===== config.mk =====
export PLATFORM = sky130hd
export DESIGN_NAME = rtc_core
export DESIGN_NICKNAME = d
export VERILOG_FILES = /design/src/rtc_core.v
export VERILOG_INCLUDE_DIRS = /design/src
export SDC_FILE = /design/constraint.sdc
export NUM_CORES = 1
export LEC_CHECK = 0
export BUFFER_PORTS_ARGS = -buffer_cell sky130_fd_sc_hd__buf_2
export CAP_MARGIN = 20
export CELL_PAD_IN_SITES_DETAIL_PLACEMENT = 1
export CELL_PAD_IN_SITES_GLOBAL_PLACEMENT = 1
export CORE_MARGIN = 2
export CORE_UTILIZATION = 45
export CTS_CLUSTER_DIAMETER = 40
export DETAILED_ROUTE_END_ITERATION = 7
export MAX_ROUTING_LAYER = met4
export PLACE_DENSITY = 0.79
export SLEW_MARGIN = 20
export SYNTH_ARGS = -nofsm -noshare
export SYNTH_HDL_FRONTEND = slang
export SYNTH_SLANG_ARGS = --single-unit

===== constraint.sdc =====
create_clock -name ref_clk -period 5.5 [get_ports ref_clk]
set_input_delay 0.55 -clock ref_clk [delete_from_list [all_inputs] [get_ports ref_clk]]
set_output_delay 0.55 -clock ref_clk [all_outputs]
set_load 0.01 [all_outputs]

===== src/rtc_defs.vh =====
// Register map, field positions, reset values and timing for the clock core
`ifndef RTC_DEFS_VH
`define RTC_DEFS_VH
`define ADR_SEC 3'h0
`define ADR_MIN 3'h1
`define ADR_HOUR 3'h2
`define ADR_DOW 3'h3
`define ADR_MAIN 3'h4
`define ADR_IRQEN 3'h5
`define ADR_SRC 3'h6
`define ADR_FLAG 3'h7
`define MAIN_RUN 7
`define MAIN_H24 6
`define MAIN_PM 5
`define MAIN_SRST 4
`define MAIN_BUSY 0
`define EN_FO 5
`define EN_WK 4
`define EN_DY 3
`define EN_HR 2
`define EN_MN 1
`define EN_SC 0
`define FLAG_BIT 0
`define SRC_RST 4'h8
`define SRC_CAL 4'h8
`define SRC_D256 4'h3
`define SRC_D2048 4'h5
`define SRC_D4096 4'h6
`define SRC_D8192 4'h7
`define TB_HZ 32768
`define BUSY_LEAD_US 62500
`define BUSY_LEAD_TICKS (`TB_HZ * `BUSY_LEAD_US / 1000000)
`define SEC_MAX 8'h3B
`define MIN_MAX 8'h3B
`define H24_MAX 8'h17
`define H12_MAX 8'h0B
`define DOW_MAX 8'h06
`endif


===== src/rtc_core.v =====
// Real-time clock: time counters, update flag, periodic request flag
//
// Contract
// - Time counters survive external reset; calendar counting goes on, free-run stops (source reloads SRC_RST).
// - Busy rises 62.5 ms before update, then clears.
// - Week, day, hour, minute, second, overflow sources.
// - Enabled request sets shared flag to 1.
// - Write 0 clears flag; stays 0 till next.
// - Overflow enable: request on each free-run overflow.
// - Week enable: request when day becomes 0.
// - Day enable: request when day advances.
// - Hour enable: request when hour advances.
// - Minute enable: request when minute advances.
// - Second enable: request when second advances.
// - Flag set only when that source enabled.
// - Hour 0-23 or 0-11 with afternoon flag.
// - Divider source (/256, /2048, /4096, /8192): 8-bit free-running counter.
// - Soft reset clears all but source select and the prescale divider.
`timescale 1ns/1ps
`include "rtc_defs.vh"
module rtc_core (
  // Clock and reset
  input wire ref_clk,
  input wire reset_n,
  // 32.768 kHz timebase pin
  input wire timebase_32k,
  // Register port
  input wire [2:0] reg_addr,
  input wire [7:0] reg_wdata,
  input wire reg_wr,
  input wire reg_rd,
  output reg [7:0] reg_rdata,
  // Status
  output wire clock_irq_request_flag,
  output wire update_in_progress_flag
);

  localparam [14:0] PRE_TOP = 15'h7FFF;
  localparam [31:0] BUSY_LEAD = `BUSY_LEAD_TICKS;
  localparam [14:0] BUSY_START = PRE_TOP - BUSY_LEAD[14:0] + 15'h0001;

  // Timebase synchroniser and edge detect
  reg tb_s1_q;
  reg tb_s2_q;
  reg tb_s3_q;
  // Power-on values only; external reset leaves these alone
  reg [7:0] sec_q = 8'h00;
  reg [7:0] min_q = 8'h00;
  reg [7:0] hour_q = 8'h00;
  reg [7:0] dow_q = 8'h00;
  reg [14:0] pre_q = 15'h0000;
  reg run_q = 1'b0;
  reg h24_q = 1'b0;
  reg pm_q = 1'b0;
  // Control set to reset values by external reset (source select loads SRC_RST)
  reg srst_q;
  reg [5:0] en_q;
  reg [3:0] src_q;
  reg flag_q;
  reg [12:0] div_q;

  reg [12:0] div_mask;
  reg fr_tick;
  reg sec_evt;
  reg min_evt;
  reg hour_evt;
  reg day_evt;
  reg week_evt;
  reg fo_evt;
  reg [7:0] rd_d;
  wire cal_mode;
  wire tb_rise;
  wire cal_tick;
  wire busy;
  wire [7:0] hour_max;
  wire wr_flag_clear;
  wire cal_run;
  wire fr_run;
  wire pm_wrap;
  wire sec_wrap;
  wire min_wrap;
  wire hour_wrap;
  wire dow_wrap;
  wire wr_main;
  wire wr_en;
  wire wr_src;
  reg src_ok;
  reg irq_hit;

  assign cal_mode = (src_q == `SRC_CAL);
  assign tb_rise = tb_s2_q & ~tb_s3_q;
  // Counting stops outright while soft reset is held
  assign cal_run = run_q & cal_mode & ~srst_q;
  assign fr_run = run_q & ~cal_mode & ~srst_q;
  assign cal_tick = tb_rise & cal_run;
  assign hour_max = h24_q ? `H24_MAX : `H12_MAX;
  // Roll-over points of each counter
  assign sec_wrap = (sec_q >= `SEC_MAX);
  assign min_wrap = (min_q >= `MIN_MAX);
  assign hour_wrap = (hour_q >= hour_max);
  assign dow_wrap = (dow_q >= `DOW_MAX);
  // Afternoon only flips in 12-hour mode
  assign pm_wrap = ~h24_q & hour_wrap;
  // Busy window is the last 62.5 ms of each second
  assign busy = cal_run & (pre_q >= BUSY_START);
  assign update_in_progress_flag = busy;
  assign clock_irq_request_flag = flag_q;
  assign wr_flag_clear = reg_wr & (reg_addr == `ADR_FLAG) &
    ~reg_wdata[`FLAG_BIT];
  // Write decodes for the control registers
  assign wr_main = reg_wr & (reg_addr == `ADR_MAIN);
  assign wr_en = reg_wr & (reg_addr == `ADR_IRQEN);
  assign wr_src = reg_wr & (reg_addr == `ADR_SRC);

  always @(posedge ref_clk) begin
    tb_s1_q <= timebase_32k;
    tb_s2_q <= tb_s1_q;
    tb_s3_q <= tb_s2_q;
  end

  // Free-running prescale tap
  always @* begin
    src_ok = 1'b1;
    if (src_q == `SRC_D256) begin
      div_mask = 13'h00FF;
    end else if (src_q == `SRC_D2048) begin
      div_mask = 13'h07FF;
    end else if (src_q == `SRC_D4096) begin
      div_mask = 13'h0FFF;
    end else if (src_q == `SRC_D8192) begin
      div_mask = 13'h1FFF;
    end else begin
      div_mask = 13'h1FFF;
      src_ok = 1'b0;
    end
    // Undefined source codes leave the counter stopped
    fr_tick = fr_run & src_ok & ((div_q & div_mask) == div_mask);
  end

  // Calendar carry chain events
  always @* begin
    sec_evt = cal_tick & (pre_q == PRE_TOP);
    min_evt = sec_evt & sec_wrap;
    hour_evt = min_evt & min_wrap;
    day_evt = hour_evt & hour_wrap & (h24_q | pm_q);
    week_evt = day_evt & dow_wrap;
    // Free-run overflow is the seconds register wrapping
    fo_evt = fr_tick & (sec_q == 8'hFF);
  end

  // One request flag fed by every enabled source
  always @* begin
    irq_hit = 1'b0;
    if (fo_evt && en_q[`EN_FO]) begin
      irq_hit = 1'b1;
    end
    if (week_evt && en_q[`EN_WK]) begin
      irq_hit = 1'b1;
    end
    if (day_evt && en_q[`EN_DY]) begin
      irq_hit = 1'b1;
    end
    if (hour_evt && en_q[`EN_HR]) begin
      irq_hit = 1'b1;
    end
    if (min_evt && en_q[`EN_MN]) begin
      irq_hit = 1'b1;
    end
    if (sec_evt && en_q[`EN_SC]) begin
      irq_hit = 1'b1;
    end
  end

  // Time and mode registers: no external reset term
  always @(posedge ref_clk) begin
    if (srst_q) begin
      sec_q <= 8'h00;
      min_q <= 8'h00;
      hour_q <= 8'h00;
      dow_q <= 8'h00;
      pre_q <= 15'h0000;
      run_q <= 1'b0;
      h24_q <= 1'b0;
      pm_q <= 1'b0;
    end else begin
      if (cal_tick) begin
        pre_q <= pre_q + 15'h0001;
      end
      if (fr_tick) begin
        sec_q <= sec_q + 8'h01;
      end else if (sec_evt) begin
        sec_q <= min_evt ? 8'h00 : sec_q + 8'h01;
      end
      if (min_evt) begin
        min_q <= hour_evt ? 8'h00 : min_q + 8'h01;
      end
      if (hour_evt) begin
        hour_q <= hour_wrap ? 8'h00 : hour_q + 8'h01;
        if (pm_wrap) begin
          pm_q <= ~pm_q;
        end
      end
      if (day_evt) begin
        dow_q <= week_evt ? 8'h00 : dow_q + 8'h01;
      end
      // Software writes win over counting in the same cycle
      if (reg_wr) begin
        if (reg_addr == `ADR_SEC) begin
          sec_q <= reg_wdata;
          pre_q <= 15'h0000; // Restart the second on load
        end else if (reg_addr == `ADR_MIN) begin
          min_q <= reg_wdata;
        end else if (reg_addr == `ADR_HOUR) begin
          hour_q <= reg_wdata;
        end else if (reg_addr == `ADR_DOW) begin
          dow_q <= reg_wdata;
        end else if (reg_addr == `ADR_MAIN) begin
          run_q <= reg_wdata[`MAIN_RUN];
          h24_q <= reg_wdata[`MAIN_H24];
          pm_q <= reg_wdata[`MAIN_PM];
        end
      end
    end
  end

  // Control registers under external reset
  always @(posedge ref_clk) begin
    if (!reset_n) begin
      srst_q <= 1'b0;
      en_q <= 6'h00;
      src_q <= `SRC_RST;
      flag_q <= 1'b0;
      div_q <= 13'h0000;
    end else begin
      // Divider runs always; taps pick the rate
      div_q <= div_q + 13'h0001;
      if (wr_main) begin
        srst_q <= reg_wdata[`MAIN_SRST];
      end
      // Source select survives soft reset so free-run users keep it
      if (wr_src) begin
        src_q <= reg_wdata[3:0];
      end
      if (srst_q) begin
        en_q <= 6'h00;
      end else if (wr_en) begin
        en_q <= reg_wdata[5:0];
      end
      // Set beats a same-cycle clear so no event is lost
      if (irq_hit) begin
        flag_q <= 1'b1;
      end else if (srst_q | wr_flag_clear) begin
        flag_q <= 1'b0;
      end
    end
  end

  // Read data, valid the cycle after the strobe
  always @* begin
    rd_d = 8'h00;
    if (reg_addr == `ADR_SEC) begin
      rd_d = sec_q;
    end else if (reg_addr == `ADR_MIN) begin
      rd_d = min_q;
    end else if (reg_addr == `ADR_HOUR) begin
      rd_d = hour_q;
    end else if (reg_addr == `ADR_DOW) begin
      rd_d = dow_q;
    end else if (reg_addr == `ADR_MAIN) begin
      rd_d[`MAIN_RUN] = run_q;
      rd_d[`MAIN_H24] = h24_q;
      rd_d[`MAIN_PM] = pm_q;
      rd_d[`MAIN_SRST] = srst_q;
      rd_d[`MAIN_BUSY] = busy;
    end else if (reg_addr == `ADR_IRQEN) begin
      rd_d = {2'b00, en_q};
    end else if (reg_addr == `ADR_SRC) begin
      rd_d = {4'h0, src_q};
    end else begin
      // Flag index: bit 0 only, the rest read as zero
      rd_d = {7'h00, flag_q};
    end
  end

  always @(posedge ref_clk) begin
    if (!reset_n) begin
      reg_rdata <= 8'h00;
    end else if (reg_rd) begin
      reg_rdata <= rd_d;
    end else begin
      // Idle zero keeps stale data off the bus
      reg_rdata <= 8'h00;
    end
  end

endmodule


After elaboration in Yosys (flattened, before gate mapping)
Index checks and enable logic that the tools add are counted.
{ "word_totals": {"register_bits": 86, "in_bits": 16, "output_inout_bits": 10} }
{ "classes": {"add_sub_neg": 6, "order_cmp": 5, "eq_ne": 15, "n_mux": 59, "bitwise": 36, "n_reduce_logical": 11} }
{ "op_table": {"columns": ["cell", "count"], "rows": [
  ["$mux 8", 28],
  ["$mux 15", 3],
  ["$mux 13", 3],
  ["$add 8x1->8 const B", 4],
  ["$and 1x1->1", 22],
  ["$mux 1", 21],
  ["$ge 8x6->1 const B", 2],
  ["$add 15x1->15 const B", 1],
  ["$eq 15x15->1 const B", 1],
  ["$ge 15x15->1 const B", 1],
  ["$add 13x1->13 const B", 1],
  ["$and 13x13->13", 1],
  ["$eq 13x13->1", 1],
  ["$eq 3x3->1 const B", 4],
  ["$eq 4x3->1 const B", 3],
  ["$not 1->1", 11],
  ["$eq 8x8->1 const B", 1],
  ["$ge 8x3->1 const B", 1],
  ["$ge 8x5->1", 1],
  ["$mux 4", 2],
  ["$eq 3x2->1 const B", 2],
  ["$logic_and 1x1->1", 6],
  ["$reduce_and 6->1", 1],
  ["$mux 5", 1],
  ["other kinds (9)", 10]
]} }

Logic depth before layout (Yosys ltp)
{ "depth": {"depth_word": 17, "ltp_mapped": 8, "depth_no_buf": 8} }

Worst setup path after synthesis
OpenSTA, ideal clock, no wires.
{ "synth_timing": {"path_type": "register to register", "start": "register src_q[0]", "end": "register min_q[2]", "arrival_ns": 1.866, "required_ns": 5.409, "slack_ns": 3.543, "stages_incl_launch_ff": 7, "period_less_slack_ns": 1.957, "path_cell_list": "dfxtp_1 > or4b_4 > nor3_4 > and3_2 > buf_4 > nand4b_1 > a311oi_1"} }
{ "synth_between": {"elab_chain_cells": 12} }
{ "synth_rtl": {"columns": ["element", "line_no", "source"], "rows": [
  ["start: declaration", "rtc_core.v:58", "reg [3:0] src_q;"],
  ["start signal: assignment", "rtc_core.v:231", "src_q <= `SRC_RST;"],
  ["start signal: assignment", "rtc_core.v:242", "src_q <= reg_wdata[3:0];"],
  ["$eq 4x4->1 (no source line) (*)", null, null],
  ["$and 1x1->1 (*) (2 in series)", "rtc_core.v:93", "assign cal_run = run_q & cal_mode & ~srst_q;"],
  ["$and 1x1->1 (*)", "rtc_core.v:95", "assign cal_tick = tb_rise & cal_run;"],
  ["$and 1x1->1 (*)", "rtc_core.v:142", "sec_evt = cal_tick & (pre_q == PRE_TOP);"],
  ["$and 1x1->1 (*)", "rtc_core.v:143", "min_evt = sec_evt & sec_wrap;"],
  ["$and 1x1->1", "rtc_core.v:144", "hour_evt = min_evt & min_wrap;"],
  ["$mux 8", "rtc_core.v:195", "min_q <= hour_evt ? 8'h00 : min_q + 8'h01;"],
  ["$mux 8 (*)", "rtc_core.v:194", "if (min_evt) begin"],
  ["$mux 8", "rtc_core.v:211", "end else if (reg_addr == `ADR_MIN) begin"],
  ["$mux 8", "rtc_core.v:208", "if (reg_addr == `ADR_SEC) begin"],
  ["$mux 8 (*)", "rtc_core.v:207", "if (reg_wr) begin"],
  ["end signal: assignment", "rtc_core.v:195", null],
  ["end signal: assignment", "rtc_core.v:212", "min_q <= reg_wdata;"],
  ["end: declaration", "rtc_core.v:48", "reg [7:0] min_q = 8'h00;"]
]} }
Every way passes the cells marked *; elsewhere a longest branch is shown, timed or not.
A chain may end at the register's enable or synchronous reset.

Final worst setup path
{ "layout_timing": {"start": "register src_q[1]", "end": "output update_in_progress_flag"} }
{ "layout_between": {"elab_chain_cells": 4} }
{ "layout_rtl": {"columns": ["element", "line_no", "source"], "rows": [
  ["$eq 4x4->1 (no source line)", null, null],
  ["$and 1x1->1 (2 in series)", "rtc_core.v:93", null],
  ["$and 1x1->1", "rtc_core.v:105", "assign busy = cal_run & (pre_q >= BUSY_START);"],
  ["end: declaration", "rtc_core.v:35", "output wire update_in_progress_flag"]
]} }
No other way between the ends.

==> Flow_metrics.wiki <==
{| class="wikitable"
! Metric !! Value
|-
| Outcome || complete, no violations
|-
| Combinational Power Share || 0.204
|-
| Cell count after synthesis || 531
|-
| Vert. Die Dim || 104.6 um
|-
| End of the worst register-to-register path || dow_q[0]
|-
| CTS tree || built
|-
| Power share of the clock group || 0.284
|-
| Die width || 104.6 um
|-
| Distinct cell type count after synthesis || 58
|-
| Non-filler instance count after layout || 683
|-
| Post-DR wirelength/cell || 20.24 um
|-
| Max-slew violations || 0
|-
| Required time of the critical path || 4950 ps
|-
| Sequential fraction of the synthesis area || 0.3782
|-
| Clock Root Buffer || sky130_fd_sc_hd__clkbuf_8
|-
| Average cell area after synthesis || 8.572 um2
|-
| Clock transition time at the flip-flop clock pins of the worst setup and hold paths || 90 ps
|-
| Critical R2R Launch || src_q[1]
|-
| Final HPWL from detailed placement || 10.03 mm
|-
| Adder and majority cell fraction of the synthesized area || 0.03024
|-
| Share of Yosys cell area claimed by the top area cell type || 0.3782
|-
| Cell Pwr Density || 324.6 nW/um2
|-
| CTS sink cnt || 86
|-
| Total DRC errors in the routed layout || 0
|-
| Arrival time reported for the critical path endpoint || 1990 ps
|-
| First-pass iteration count of the detailed router || 5
|-
| Final TNS setup || 0 ps
|-
| Library cell with the largest summed area after synthesis || sky130_fd_sc_hd__dfxtp_1
|-
| Slack of the worst reg-to-reg path || 2960 ps
|-
| Share of the synthesized area in compound gates (AO/OA/AOI/OAI) || 0.1575
|-
| Part of the cycle the worst path needs || 0.4613
|-
| Later-pin clock latency in the skew report || 370 ps
|-
| # hold bufs at CTS || 0
|-
| Time the final worst path needs with I/O delays and setup || 2537 ps
|-
| Setup bufs post-CTS || 0
|-
| Total Routing Usage GR || 0.2693
|-
| Fmax || 394.1 MHz
|-
| HP Class || in -> reg
|-
| Number of warnings issued by yosys || 0
|-
| Critical Setup Path Class || reg -> out
|-
| Multiplexer fraction of the synthesized cell area || 0.07312
|-
| Global-route wire length before repair || 22.56 mm
|-
| Mapped Nets || 558
|-
| Pin count of the biggest net entering global routing || 32
|-
| Pleak || 2.002 nW
|-
| CP peak stage delay || 580 ps
|-
| Number of input and output port buffers inserted || 25
|-
| CTS buffer count || 9
|-
| Element type at the critical path start || flip-flop
|-
| Startpoint of the most critical setup path || src_q[1]
|-
| Count of state elements after synthesis || 86
|-
| Effective utilization at floorplan || 0.4657
|-
| Final Hold Vio Count || 0
|-
| Gr ovfl total || 0
|-
| Post-CTS sizing || 0
|-
| Growth of design area from synthesis to finish || 8.604%
|-
| Fill cell total of the finished layout || 1,173
|-
| Endpoint of the most critical setup path || update_in_progress_flag
|-
| Internal power of the cells || 0.001060 W
|-
| Post-synthesis xor/xnor area fraction || 0.06157
|-
| Number of global-route vias before repair || 4,224
|-
| Portion of total power attributed to sequential cells || 0.512
|-
| CP max stage cell || sky130_fd_sc_hd__or4b_4
|-
| Maximum vdd drop || 0.1439 mV
|-
| Vias per cell || 6.108
|-
| Post-synthesis instance area || 4552 um2
|-
| Synth area leaders || sky130_fd_sc_hd__dfxtp_1, sky130_fd_sc_hd__nor2_1, sky130_fd_sc_hd__mux2i_1, sky130_fd_sc_hd__nand2_1, sky130_fd_sc_hd__nand3_1
|-
| Final setup violation count || 0
|-
| Combinational family with the most area after synthesis || simple AND/OR/NAND/NOR gates
|-
| Placeable Area || 9774 um2
|-
| Crit Path Max Fanout || 7
|-
| Ordered cell list for the critical path || or4b_4 > nor3_1 > buf_2
|-
| Clk buf depth || 2
|-
| Final weighted congestion in routability-driven placement || 0.8740
|-
| Drt total wl || 13.82 mm
|-
| Net count, final || 573
|-
| Largest clock skew in the final design || 9.023 ps
|-
| Switching Share || 0.3392
|-
| Tot Pwr || 0.001605 W
|-
| Power dissipated by switching net loads || 0.0005443 W
|-
| Number of levels in the clock H-tree || 3
|-
| Fraction of layout instances using a drive strength above 1 || 0.1055
|-
| Worst-case headroom to the max-slew limit || 0.3489
|-
| RSZ-0062 raised after global routing || no
|-
| Tightest Pin Transition || 975.7 ps
|-
| First DRT Iteration DRCs || 357
|-
| Share of flip-flops with an asynchronous set or reset after synthesis || 0
|-
| Category of the worst setup path capture point || output port
|-
| Row Count || 36
|-
| DP Cell Count || 668
|-
| Predominant post-synthesis flop cell || sky130_fd_sc_hd__dfxtp_1
|-
| Number of top-level pins || 26
|-
| Worst reg-to-reg path cell count || 6
|-
| Number of antenna cells inserted || 0
|-
| Max-cap violations || 0
|-
| Synth Area in Simple Gates || 0.2724
|-
| Number of routed nets with antenna violations || 0
|-
| Overall die area || 10,940 um2
|-
| Number of synthesized flops with an enable pin || 0
|-
| Via count || 4,172
|-
| Antenna violations before repair || 0
|}
==> Yosys cell counts (2+ instances only) <==
| master | number |
|---|---|
| sky130_fd_sc_hd__nand3_1 | 30 |
| sky130_fd_sc_hd__ha_1 | 11 |
| sky130_fd_sc_hd__o22ai_1 | 6 |
| sky130_fd_sc_hd__nand4_1 | 7 |
| sky130_fd_sc_hd__nor4_1 | 2 |
| sky130_fd_sc_hd__or3_1 | 7 |
| sky130_fd_sc_hd__nor3_4 | 2 |
| sky130_fd_sc_hd__a21oi_1 | 20 |
| sky130_fd_sc_hd__xor2_1 | 15 |
| sky130_fd_sc_hd__clkbuf_1 | 16 |
| sky130_fd_sc_hd__inv_1 | 7 |
| sky130_fd_sc_hd__dfxtp_1 | 86 |
| sky130_fd_sc_hd__nor3_1 | 6 |
| sky130_fd_sc_hd__o21bai_1 | 2 |
| sky130_fd_sc_hd__a311oi_1 | 6 |
| sky130_fd_sc_hd__nand2b_1 | 10 |
| sky130_fd_sc_hd__o2111ai_1 | 3 |
| sky130_fd_sc_hd__o21ai_0 | 21 |
| sky130_fd_sc_hd__nand4b_1 | 3 |
| sky130_fd_sc_hd__and4_1 | 4 |
| sky130_fd_sc_hd__o211ai_1 | 4 |
| sky130_fd_sc_hd__a41oi_1 | 6 |
| sky130_fd_sc_hd__nand2_1 | 46 |
| sky130_fd_sc_hd__nor2b_1 | 11 |
| sky130_fd_sc_hd__o211a_1 | 2 |
| sky130_fd_sc_hd__a31oi_1 | 10 |
| sky130_fd_sc_hd__nor2_1 | 66 |
| sky130_fd_sc_hd__buf_1 | 2 |
| sky130_fd_sc_hd__a22oi_1 | 3 |
| sky130_fd_sc_hd__a21o_1 | 2 |
| sky130_fd_sc_hd__or2_2 | 2 |
| sky130_fd_sc_hd__nand3b_1 | 2 |
| sky130_fd_sc_hd__a211oi_1 | 11 |
| sky130_fd_sc_hd__xnor2_1 | 17 |
| sky130_fd_sc_hd__mux2i_1 | 22 |
| sky130_fd_sc_hd__and3_1 | 18 |
| sky130_fd_sc_hd__o21ai_1 | 3 |
| sky130_fd_sc_hd__buf_2 | 2 |
| sky130_fd_sc_hd__mux4_2 | 5 |
| sky130_fd_sc_hd__a21boi_0 | 3 |
| sky130_fd_sc_hd__and2_1 | 13 |
==> flip-flops by register name, indices dropped and copies added (netlist names) <==
signal and count:
clock_irq_request_flag 1, div_q 13, dow_q 8, en_q 6
h24_q 1, hour_q 8, min_q 8, pm_q 1
pre_q 15, reg_rdata 8, run_q 1, sec_q 8
src_q 4, srst_q 1, tb_s1_q 1, tb_s2_q 1
tb_s3_q 1
==> kinds of logic after synthesis <==
| kind of cell | after synthesis |
|---|---|
| mux | 27 |
| buf+inv | 29 |
| flops | 86 |
| fa+ha+maj | 11 |
| simple gates | 238 |
| xor+xnor | 32 |
| compound gates | 108 |
==> layer usage <==
| layer | GRT usage | up-vias | wire, um |
|---|---|---|---|
| met4 | 0.1057 | 0 | 336 |
| met2 | 0.4090 | 146 | 6310 |
| li1 | - | 1946 | - |
| met3 | 0.03930 | 27 | 866 |
| met5 | - | - | 0 |
| met1 | 0.3635 | 2053 | 6311 |
==> power groups by stage <==
stage	registers [W]	logic [W]	clock network [W]
floorplan	0.000786	0.000239	0
global placement	0.000824	0.000303	0
detailed placement	0.000829	0.000319	0
CTS	0.000816	0.000324	0.000453
global route	0.000832	0.000367	0.000484
finish	0.000822	0.000327	0.000455
==> metrics by stage <==
step,area (um2),worst slack (ps),hold WS [ps],utilization
after floorplan,4552,3543,309.6,-
after global placement,4755,3038,314.5,0.4864
after detailed placement,4755,2935,322.2,0.4864
after CTS,4943,2955,270.5,0.5058
after global routing,4943,2760,276.0,0.5058
final,4943,2963,271.3,0.5058
==> worst min-delay path by stage <==
stage	cells after the start	slack, ps	endpoint	startpoint
2_1_floorplan	0	310	tb_s2_q	tb_s1_q
3_3_place_gp	0	310	tb_s2_q	tb_s1_q
3_5_place_dp	0	320	tb_s2_q	tb_s1_q
4_1_cts	1	270	tb_s1_q	timebase_32k
5_1_grt	1	280	tb_s1_q	timebase_32k
6_report	1	270	tb_s1_q	timebase_32k
==> worst max-delay path: cells and delay by family (launching register included) <==
kind | cells | cell delay [ps]
flip-flops | 1 | 400
AND/OR/NAND/NOR | 2 | 990
buffers and inverters | 1 | 220
==> cells in the final DEF, fill, tap and decap left out, types with 10 or more instances in the layout <==
cell                       netlist  layout
sky130_fd_sc_hd__a31oi_1        10      10
sky130_fd_sc_hd__nor2_1         66      66
sky130_fd_sc_hd__clkbuf_8        0      10
sky130_fd_sc_hd__nand2_1        46      46
sky130_fd_sc_hd__xnor2_1        17      17
sky130_fd_sc_hd__nand3_1        30      30
sky130_fd_sc_hd__xor2_1         15      15
sky130_fd_sc_hd__and3_1         18      18
sky130_fd_sc_hd__nand2b_1       10      10
sky130_fd_sc_hd__a21oi_1        20      20
sky130_fd_sc_hd__nor2b_1        11      11
sky130_fd_sc_hd__a211oi_1       11      11
sky130_fd_sc_hd__mux2i_1        22      22
sky130_fd_sc_hd__ha_1           11      11
sky130_fd_sc_hd__buf_2           2      25
sky130_fd_sc_hd__o21ai_0        21      21
sky130_fd_sc_hd__dfxtp_1        86      86
sky130_fd_sc_hd__and2_1         13      13
==> final cells by class <==
cell class / instances / area, um2 / share of cell area
Multi-Input combinational cell: 416 / 2708 / 0.5477
Sequential cell: 86 / 1722 / 0.3483
Tap cell: 133 / 166.4 / 0.03366
Clock buffer: 11 / 141.4 / 0.02860
Timing Repair Buffer: 26 / 132.6 / 0.02683
Clock inverter: 4 / 47.55 / 0.009618
Inverter: 7 / 26.28 / 0.005315
Power figures use the tool's default switching activity.
